$ cat src/include/ata_port_pkg.sv
// constants, types and behaviour list for the host port signalling block
// Behaviour
// - host may pause data-in; device stops strobe edges until ready returns.
// - device captures the 16-bit bus on both host data-out strobe edges.
// - host may pause data-out by stopping edges; device waits without error.
// - interrupt negated by hardware reset or by the soft reset bit.
// - interrupt negated when the host writes the command register.
// - interrupt negated when the host reads the status register.
// - interrupt negated when a sector data transfer completes.
// - interrupt floats when device unselected or interrupts disabled.
// - first chip select decodes as a command block register access.
// - second chip select decodes as a control block register access.
// - three binary address lines select the task file register.
// - diagnostic line is input on master, output on slave.
// - slave asserts diagnostic line when self test ends; master watches it.
// - cable line tells an 80-conductor from a 40-conductor cable.
// - activity line multiplexes device activity and slave presence.
// - device presents data so host latches on both data-in strobe edges.
// - device asserts data-out ready when able, negates it to pause.
package ata_port_pkg;
  localparam int          CLK_MHZ        = 25;
  localparam int          UDMA_HALF_NS   = 120;
  localparam int          UDMA_HALF_CYC  = (UDMA_HALF_NS * CLK_MHZ + 999) / 1000;
  localparam int          PRESENCE_US    = 1000;
  localparam int          PRESENCE_CYC   = PRESENCE_US * CLK_MHZ;
  localparam logic [2:0]  STATUS_ADDR    = 3'h7;
  localparam logic [2:0]  COMMAND_ADDR   = 3'h7;
  // synchroniser vector layout
  localparam int          IX_DIOR        = 0;
  localparam int          IX_DIOW        = 1;
  localparam int          IX_DA          = 2;
  localparam int          IX_CS0         = 5;
  localparam int          IX_CS1         = 6;
  localparam int          IX_DMACK       = 7;
  localparam int          IX_PDIAG       = 8;
  localparam int          IX_CBLID       = 9;
  localparam int          IX_DASP        = 10;
  localparam int          IX_CSEL        = 11;
  localparam int          IX_DD          = 12;
  localparam int          SYNC_W         = 28;
  localparam logic [SYNC_W-1:0] SYNC_RST = 28'hFFFFFFF;

  typedef struct packed {
    logic        valid;
    logic        cmd_blk;
    logic [2:0]  addr;
  } reg_sel_t;

  typedef struct packed {
    logic        cmd_blk;
    logic [2:0]  addr;
    logic [15:0] data;
  } reg_access_t;

  typedef enum logic [1:0] {ST_IDLE, ST_LOAD, ST_HOLD} din_state_t;
endpackage

$ cat src/logic/ata_host_port.sv
// device-side signalling of the parallel host port
`timescale 1ns/10ps
module ata_host_port #(
  parameter int PRESENCE_WIN = ata_port_pkg::PRESENCE_CYC
) (
  // clock and reset
  input  wire logic                      CLK_SYS_IN,
  input  wire logic                      RST_B_IN,
  // host strobes, selects, address
  input  wire logic                      DIOR_B_IN,
  input  wire logic                      DIOW_B_IN,
  input  wire logic                      CS0_B_IN,
  input  wire logic                      CS1_B_IN,
  input  wire logic [2:0]                DA_IN,
  input  wire logic                      DMACK_B_IN,
  input  wire logic                      CSEL_IN,
  // data bus
  input  wire logic [15:0]               DD_IN,
  output logic      [15:0]               DD_OUT,
  output logic                           DD_OE_B_OUT,
  // device outputs to host
  output logic                           INTRQ_OUT,
  output logic                           INTRQ_OE_B_OUT,
  output logic                           DSTROBE_OUT,
  output logic                           DDMARDY_B_OUT,
  // open-drain sideband pins
  input  wire logic                      PDIAG_B_IN,
  output logic                           PDIAG_B_OUT,
  output logic                           PDIAG_B_OE_B_OUT,
  input  wire logic                      CBLID_B_IN,
  input  wire logic                      DASP_B_IN,
  output logic                           DASP_B_OUT,
  output logic                           DASP_B_OE_B_OUT,
  // register side towards the drive core
  output ata_port_pkg::reg_access_t      REG_ACC_OUT,
  output logic                           REG_RD_OUT,
  output logic                           REG_WR_OUT,
  input  wire logic [15:0]               REG_RD_DATA_IN,
  // interrupt control from the core
  input  wire logic                      IRQ_SET_IN,
  input  wire logic                      SRST_IN,
  input  wire logic                      NIEN_IN,
  input  wire logic                      SELECTED_IN,
  input  wire logic                      SECTOR_DONE_IN,
  // ultra dma stream
  input  wire logic                      UDMA_IN_EN_IN,
  input  wire logic                      UDMA_OUT_EN_IN,
  input  wire logic [15:0]               DIN_DATA_IN,
  input  wire logic                      DIN_VALID_IN,
  output logic                           DIN_READY_OUT,
  output logic [15:0]                    DOUT_DATA_OUT,
  output logic                           DOUT_VALID_OUT,
  input  wire logic                      DOUT_READY_IN,
  output logic                           BURST_STOP_OUT,
  // status towards the core
  input  wire logic                      DIAG_DONE_IN,
  input  wire logic                      ACTIVE_IN,
  output logic                           IS_MASTER_OUT,
  output logic                           SLAVE_PASSED_OUT,
  output logic                           SLAVE_PRESENT_OUT,
  output logic                           CABLE80_OUT
);
  import ata_port_pkg::*;

  function automatic reg_sel_t decode(input logic [SYNC_W-1:0] v);
    reg_sel_t r;
    r.valid   = ~v[IX_CS0] ^ ~v[IX_CS1];
    r.cmd_blk = ~v[IX_CS0];
    r.addr    = v[IX_DA +: 3];
    return r;
  endfunction

  // three-stage pin synchroniser, change accepted when stages 2 and 3 agree
  logic [SYNC_W-1:0] s1_q, s2_q, s3_q, f_q, f_d, fp_q;
  logic [SYNC_W-1:0] pins;
  assign pins = {DD_IN, CSEL_IN, DASP_B_IN, CBLID_B_IN, PDIAG_B_IN, DMACK_B_IN,
                 CS1_B_IN, CS0_B_IN, DA_IN, DIOW_B_IN, DIOR_B_IN};
  genvar g;
  generate
    for (g = 0; g < SYNC_W; g++) begin : g_sync
      always_comb begin
        f_d[g] = (s2_q[g] == s3_q[g]) ? s3_q[g] : f_q[g];
      end
      always_ff @(posedge CLK_SYS_IN or negedge RST_B_IN) begin
        if (!RST_B_IN) begin
          s1_q[g] <= SYNC_RST[g];
          s2_q[g] <= SYNC_RST[g];
          s3_q[g] <= SYNC_RST[g];
          f_q[g]  <= SYNC_RST[g];
          fp_q[g] <= SYNC_RST[g];
        end else begin
          s1_q[g] <= pins[g];
          s2_q[g] <= s1_q[g];
          s3_q[g] <= s2_q[g];
          f_q[g]  <= f_d[g];
          fp_q[g] <= f_q[g];
        end
      end
    end
  endgenerate

  logic dma_on, rd_fall, rd_rise, wr_fall, wr_rise, stb_edge, in_burst, out_burst;
  logic stop_f, hdmardy_ok;
  assign dma_on     = ~f_q[IX_DMACK];
  assign rd_fall    = fp_q[IX_DIOR] & ~f_q[IX_DIOR];
  assign rd_rise    = ~fp_q[IX_DIOR] & f_q[IX_DIOR];
  assign wr_fall    = fp_q[IX_DIOW] & ~f_q[IX_DIOW];
  assign wr_rise    = ~fp_q[IX_DIOW] & f_q[IX_DIOW];
  assign stb_edge   = fp_q[IX_DIOR] ^ f_q[IX_DIOR];
  assign in_burst   = dma_on & UDMA_IN_EN_IN;
  assign out_burst  = dma_on & UDMA_OUT_EN_IN;
  assign stop_f     = f_q[IX_DIOW];
  assign hdmardy_ok = ~f_q[IX_DIOR] & ~stop_f;

  // pio register access
  reg_sel_t    sel;
  reg_sel_t    wsel_q, wsel_d;
  reg_access_t acc_q, acc_d;
  logic        rd_q, rd_d, wr_q, wr_d, rdact_q, rdact_d;
  logic        cmd_wr, stat_rd;
  logic [15:0] dd_q, dd_d;
  assign sel = decode(f_q);

  always_comb begin
    rd_d    = 1'b0;
    wr_d    = 1'b0;
    acc_d   = acc_q;
    wsel_d  = wsel_q;
    rdact_d = rdact_q & ~rd_rise;
    if (!dma_on && rd_fall && sel.valid) begin
      rd_d    = 1'b1;
      rdact_d = 1'b1;
      acc_d   = '{cmd_blk: sel.cmd_blk, addr: sel.addr, data: 16'h0000};
    end
    if (!dma_on && wr_fall) begin
      wsel_d = sel;
    end
    if (!dma_on && wr_rise && wsel_q.valid) begin
      wr_d  = 1'b1;
      acc_d = '{cmd_blk: wsel_q.cmd_blk, addr: wsel_q.addr, data: f_q[IX_DD +: 16]};
    end
  end

  assign cmd_wr  = wr_q & acc_q.cmd_blk & (acc_q.addr == COMMAND_ADDR);
  assign stat_rd = rd_q & acc_q.cmd_blk & (acc_q.addr == STATUS_ADDR);

  // interrupt flag, a new request wins over a clear
  logic intrq_q, intrq_d;
  always_comb begin
    intrq_d = intrq_q;
    if (SRST_IN || cmd_wr || stat_rd || SECTOR_DONE_IN) begin
      intrq_d = 1'b0;
    end
    if (IRQ_SET_IN) begin
      intrq_d = 1'b1;
    end
  end
  assign INTRQ_OUT      = intrq_q;
  assign INTRQ_OE_B_OUT = ~(SELECTED_IN & ~NIEN_IN);

  // ultra dma data-in: load word, hold setup time, then toggle strobe
  din_state_t st_q, st_d;
  logic [1:0] cnt_q, cnt_d;
  logic       dstb_q, dstb_d, din_rdy;
  always_comb begin
    st_d    = st_q;
    cnt_d   = cnt_q;
    dstb_d  = dstb_q;
    din_rdy = 1'b0;
    dd_d    = dd_q;
    if (rd_q) begin
      dd_d = REG_RD_DATA_IN;
    end
    case (st_q)
      ST_IDLE: begin
        if (in_burst) begin
          st_d = ST_LOAD;
        end
      end
      ST_LOAD: begin
        if (!in_burst) begin
          st_d = ST_IDLE;
        end else if (DIN_VALID_IN && hdmardy_ok) begin
          dd_d    = DIN_DATA_IN;
          din_rdy = 1'b1;
          cnt_d   = 2'(UDMA_HALF_CYC - 1);
          st_d    = ST_HOLD;
        end
      end
      ST_HOLD: begin
        if (!in_burst) begin
          st_d = ST_IDLE;
        end else if (cnt_q != 2'h0) begin
          cnt_d = cnt_q - 2'h1;
        end else if (hdmardy_ok) begin
          dstb_d = ~dstb_q;
          st_d   = ST_LOAD;
        end
      end
      default: st_d = ST_IDLE;
    endcase
  end
  assign DIN_READY_OUT = din_rdy;
  assign DSTROBE_OUT   = dstb_q;
  assign DD_OUT        = dd_q;
  assign DD_OE_B_OUT   = ~((rdact_q & ~dma_on) | in_burst);

  // ultra dma data-out: capture on both host strobe edges, no timeout
  logic [15:0] dout_q, dout_d;
  logic        dval_q, dval_d;
  always_comb begin
    dout_d = dout_q;
    dval_d = dval_q & ~DOUT_READY_IN;
    if (out_burst && stb_edge) begin
      dout_d = f_q[IX_DD +: 16];
      dval_d = 1'b1;
    end
  end
  assign DOUT_DATA_OUT  = dout_q;
  assign DOUT_VALID_OUT = dval_q;
  assign DDMARDY_B_OUT  = ~(out_burst & ~dval_q);
  assign BURST_STOP_OUT = dma_on & stop_f;

  // master/slave, diagnostics, cable and activity
  logic        master_q, master_d, pres_q, pres_d;
  logic [24:0] win_q, win_d;
  logic        in_win;
  assign in_win = (win_q != 25'h0000000);
  always_comb begin
    master_d = master_q;
    pres_d   = pres_q;
    win_d    = win_q;
    if (in_win) begin
      win_d    = win_q - 25'h0000001;
      master_d = ~f_q[IX_CSEL];
      // own low drive echoes through the filter early in the window
      if (master_q && !f_q[IX_DASP] && (win_q <= 25'(PRESENCE_WIN / 2))) begin
        pres_d = 1'b1;
      end
    end
  end
  assign IS_MASTER_OUT     = master_q;
  assign SLAVE_PRESENT_OUT = pres_q;
  assign SLAVE_PASSED_OUT  = master_q & ~f_q[IX_PDIAG];
  assign CABLE80_OUT       = ~f_q[IX_CBLID];
  assign PDIAG_B_OUT       = 1'b0;
  assign PDIAG_B_OE_B_OUT  = ~(~master_q & DIAG_DONE_IN);
  assign DASP_B_OUT        = 1'b0;
  assign DASP_B_OE_B_OUT   = ~((in_win & ~master_q) | (~in_win & ACTIVE_IN));

  always_ff @(posedge CLK_SYS_IN or negedge RST_B_IN) begin
    if (!RST_B_IN) begin
      acc_q    <= '0;
      wsel_q   <= '0;
      rd_q     <= 1'b0;
      wr_q     <= 1'b0;
      rdact_q  <= 1'b0;
      intrq_q  <= 1'b0;
      st_q     <= ST_IDLE;
      cnt_q    <= 2'h0;
      dstb_q   <= 1'b0;
      dd_q     <= 16'h0000;
      dout_q   <= 16'h0000;
      dval_q   <= 1'b0;
      master_q <= 1'b0;
      pres_q   <= 1'b0;
      win_q    <= 25'(PRESENCE_WIN);
    end else begin
      acc_q    <= acc_d;
      wsel_q   <= wsel_d;
      rd_q     <= rd_d;
      wr_q     <= wr_d;
      rdact_q  <= rdact_d;
      intrq_q  <= intrq_d;
      st_q     <= st_d;
      cnt_q    <= cnt_d;
      dstb_q   <= dstb_d;
      dd_q     <= dd_d;
      dout_q   <= dout_d;
      dval_q   <= dval_d;
      master_q <= master_d;
      pres_q   <= pres_d;
      win_q    <= win_d;
    end
  end
  assign REG_ACC_OUT = acc_q;
  assign REG_RD_OUT  = rd_q;
  assign REG_WR_OUT  = wr_q;
endmodule // ata_host_port

$ cat config.mk
export PLATFORM = sky130hd
export DESIGN_NAME = ata_host_port
export DESIGN_NICKNAME = d
export VERILOG_FILES = /design/src/include/ata_port_pkg.sv /design/src/logic/ata_host_port.sv
export SDC_FILE = /design/constraint.sdc
export NUM_CORES = 1
export LEC_CHECK = 0
export BUFFER_PORTS_ARGS = -buffer_cell sky130_fd_sc_hd__buf_2
export CAP_MARGIN = 30
export CORE_UTILIZATION = 45
export CTS_BUF_LIST = sky130_fd_sc_hd__clkbuf_4 sky130_fd_sc_hd__clkbuf_8 sky130_fd_sc_hd__clkbuf_16
export CTS_CLUSTER_SIZE = 40
export DETAILED_ROUTE_END_ITERATION = 10
export PLACE_DENSITY_LB_ADDON = 0.1
export SLEW_MARGIN = 20
export SYNTH_ARGS = -nofsm -noshare
export SYNTH_HDL_FRONTEND = slang
export SYNTH_SLANG_ARGS = --single-unit
$ cat constraint.sdc
create_clock -name CLK_SYS_IN -period 2.57 [get_ports CLK_SYS_IN]
set_input_delay 0.1285 -clock CLK_SYS_IN [delete_from_list [all_inputs] [get_ports CLK_SYS_IN]]
set_output_delay 0.1285 -clock CLK_SYS_IN [all_outputs]
set_load 0.005 [all_outputs]
==> results.cfg <==
[timing]
fmax_mhz = 357
finalSetupViolCount = 9
post-route-min-period_ns = 2.80
fin_ws_ns = -0.228
skew_ns = 0.0142
relSlewSlack_pct = 40.9
hold_violations = 0
slew_violations = 0
rsz0062_at_grt = true
finalCritPeriodShare_pct = 109
tightest_slew_ns = 0.886

[power]
p_per_area_nw_per_um2 = 867
ir_drop_uv = 655
power_leakage_nw = 4.53

[floorplan]
die_area_um2 = 17200
coreArea_um2 = 16100
fp-row-count = 46
initial_core_util_pct = 46.7
io_pins = 143
die_w_um = 131
die_h_um = 131

[global_routing]
grt_max_degree = 80
grt_pass1_vias = 4935
grt_overflow = 0
grt_pass1_wl_um = 24200
grtUsageTotal_pct = 18.1
antenna_found_initial = 0

[clocking]
clkSinkCount = 208
cts_root_buf = clkbuf_16
cts_buffers = 22
cts_tree = yes
clk_pin_slew_ns = 0.06
cts.path.max_buffers = 3
h-tree-depth = 1
insertion_delay_ns = 0.50

[route]
wl_um = 15100
drt_iter0_drc = 203
vias = 4902
vias_per_cell = 4.86
drc = 0
ant_nets = 0
wl_per_cell_um = 15.0
first_pass_iters = 4

[hold_path]
hold_class = input port to flop
hp-start = UDMA_IN_EN_IN
hold_depth = 3
hold_end = st_q[0]

[outcome]
violations = negative setup slack
status = finished with violations

[synthesis]
avgSynthCellArea_um2 = 13.9
synth_fa_ha_area_share_pct = 4.57
synthArstFlopShare_pct = 100
synth_simple_gate_area_share_pct = 9.89
synth_cell_types = 44
syn_area_um2 = 7500
synth_mux_area_share_pct = 5.29
synth_seq_cells = 208
synth_xor_area_share_pct = 2.80
synthCells = 540
synth_compound_gate_area_share_pct = 4.32
yosysSeqAreaShare_pct = 71.4
synth_top_flop_cell = dfstp_2
synth_enable_flop_cells = 0
synth_top_family_by_area = simple AND/OR/NAND/NOR gates
yosysWarnings = 0

[critical_path]
critical_path_arrival_ns = 2.67
r2r_slack_ns = -0.08
r2r_start = win_q[19]
start_kind = flop
required_ns = 2.44
reg2regPathDepth = 8
reg2reg_to = win_q[7]
crit_type = flop to output port
end_kind = output port
cp_max_fo = 3

[place]
pre_cts_slack_ns = 0.0330
dp_hpwl_um = 9370
place.gp.congestion = 0.817
portBuffers = 140
dp_cells = 897

[run]
cap_viol_max_count = 0

[layout]
fin_cells = 1008
fin_nets = 854
antenna-diode-count = 0
area_delta_synth_final_pct = 33.5
layout_commonest_cell = buf_2
layout_common_cells = 139 x buf_2, 120 x dfstp_2, 88 x dfrtp_1
drive_above_1_share_pct = 46.0
worst max path at each step:
stage          depth (start not counted)  slack (ns)  startpoint           endpoint
2_1_floorplan                          5         0.1   win_q[18]  SLAVE_PRESENT_OUT
3_3_place_gp                           5        0.06   win_q[18]    DASP_B_OE_B_OUT
3_5_place_dp                           6        0.03   win_q[18]    DASP_B_OE_B_OUT
4_1_cts                                6       -0.24   win_q[19]    DASP_B_OE_B_OUT
5_1_grt                                6       -0.30   win_q[19]    DASP_B_OE_B_OUT
6_report                               6       -0.23   win_q[19]    DASP_B_OE_B_OUT
flip-flops by register name (all words and copies together), names as in the netlist, 5 cells and up:
register       cells
s1_q              28
s2_q              28
s3_q              28
f_q               27
win_q             25
REG_ACC_OUT       20
DD_OUT            16
DOUT_DATA_OUT     16
wsel_q             5
worst max-delay path, stage by stage, from the launching register on:
cell	delay (ns)
dfrtp_1	0.38
or4_4	0.54
or4_4	0.43
or4_4	0.57
nand2_2	0.09
o21ai_2	0.05
buf_2	0.12
kinds of logic (layout without fill, tap and decap cells):
| family | Yosys count | count (layout) |
|---|---|---|
| compound gates | 59 | 59 |
| buf+inv | 29 | 280 |
| other cells | 1 | 2 |
| xor+xnor | 24 | 24 |
| simple gates | 149 | 149 |
| mux | 37 | 37 |
| flops | 208 | 208 |
| fa+ha+maj | 33 | 33 |
layer usage:
metal / vias to the layer above / part of all wire (%) / GRT usage, %
met5: - / 0 / 0
met2: 144 / 47 / 29.8
met3: 18 / 6.1 / 3.65
met1: 2427 / 46 / 24.5
li1: 2313 / - / -
met4: 0 / 1.2 / 5.34
final cells by class:
| cell class | count | area (µm²) |
|---|---|---|
| fill | 1237 | 6050 |
| sequential | 208 | 5360 |
| multi-input combinational | 304 | 2060 |
| timing repair buffer | 229 | 1560 |
| clock buffer | 37 | 701 |
| tap | 216 | 270 |
| inverter | 11 | 41.3 |
| clock inverter | 3 | 26.3 |
where the power goes:
part | switching [mW] | internal [mW] | total, mW
logic | 0.590 | 0.795 | 1.39
registers | 0.304 | 3.91 | 4.21
clock network | 1.22 | 1.86 | 3.08
total | 2.11 | 6.56 | 8.68
per-stage QoR:
stage          cell area (µm²)  TNS [ns]  hold WS (ns)  power [mW]  utilization [%]
2_1_floorplan             7500         0        -0.167        4.71                -
3_3_place_gp              8550         0         0.189        5.35             53.3
3_5_place_dp              8550         0         0.206        5.43             53.3
4_1_cts                   9970    -0.238        0.0190        8.80             62.1
5_1_grt                  10000     -1.12        0.0693        9.16             62.3
6_report                 10000    -0.565        0.0386        8.68             62.3
cell usage after synthesis, types with 3 or more instances:
| master | instances | share of area [%] |
|---|---|---|
| a21oi_1 | 7 | 0.47 |
| a31oi_1 | 4 | 0.33 |
| clkbuf_1 | 14 | 0.70 |
| dfrtp_1 | 88 | 29 |
| dfstp_2 | 120 | 42 |
| ha_1 | 5 | 0.83 |
| inv_1 | 10 | 0.50 |
| maj3_1 | 28 | 3.7 |
| mux2_2 | 21 | 3.2 |
| mux2i_1 | 16 | 2.1 |
| nand2_1 | 70 | 3.5 |
| nand2_2 | 3 | 0.25 |
| nand2b_1 | 8 | 0.67 |
| nand3_1 | 6 | 0.40 |
| nand4b_1 | 3 | 0.35 |
| nor2_1 | 20 | 1.0 |
| nor3_1 | 10 | 0.67 |
| nor4_1 | 5 | 0.42 |
| nor4b_1 | 3 | 0.35 |
| o21ai_0 | 41 | 2.7 |
| or3_1 | 7 | 0.58 |
| or4_4 | 3 | 0.45 |
| xnor2_1 | 12 | 1.4 |
| xor2_1 | 12 | 1.4 |
what timing repair did:
item / 4_1_cts / 5_1_grt
gates resized for setup: 4 / 5
pin swaps: 4 / 0
buffers inserted: 4 / 2
endpoints found under the setup margin: 1 / 5
endpoints found under the hold margin: 80 / 0
hold buffers: 65 / 0
Power figures use the tool's default switching activity.
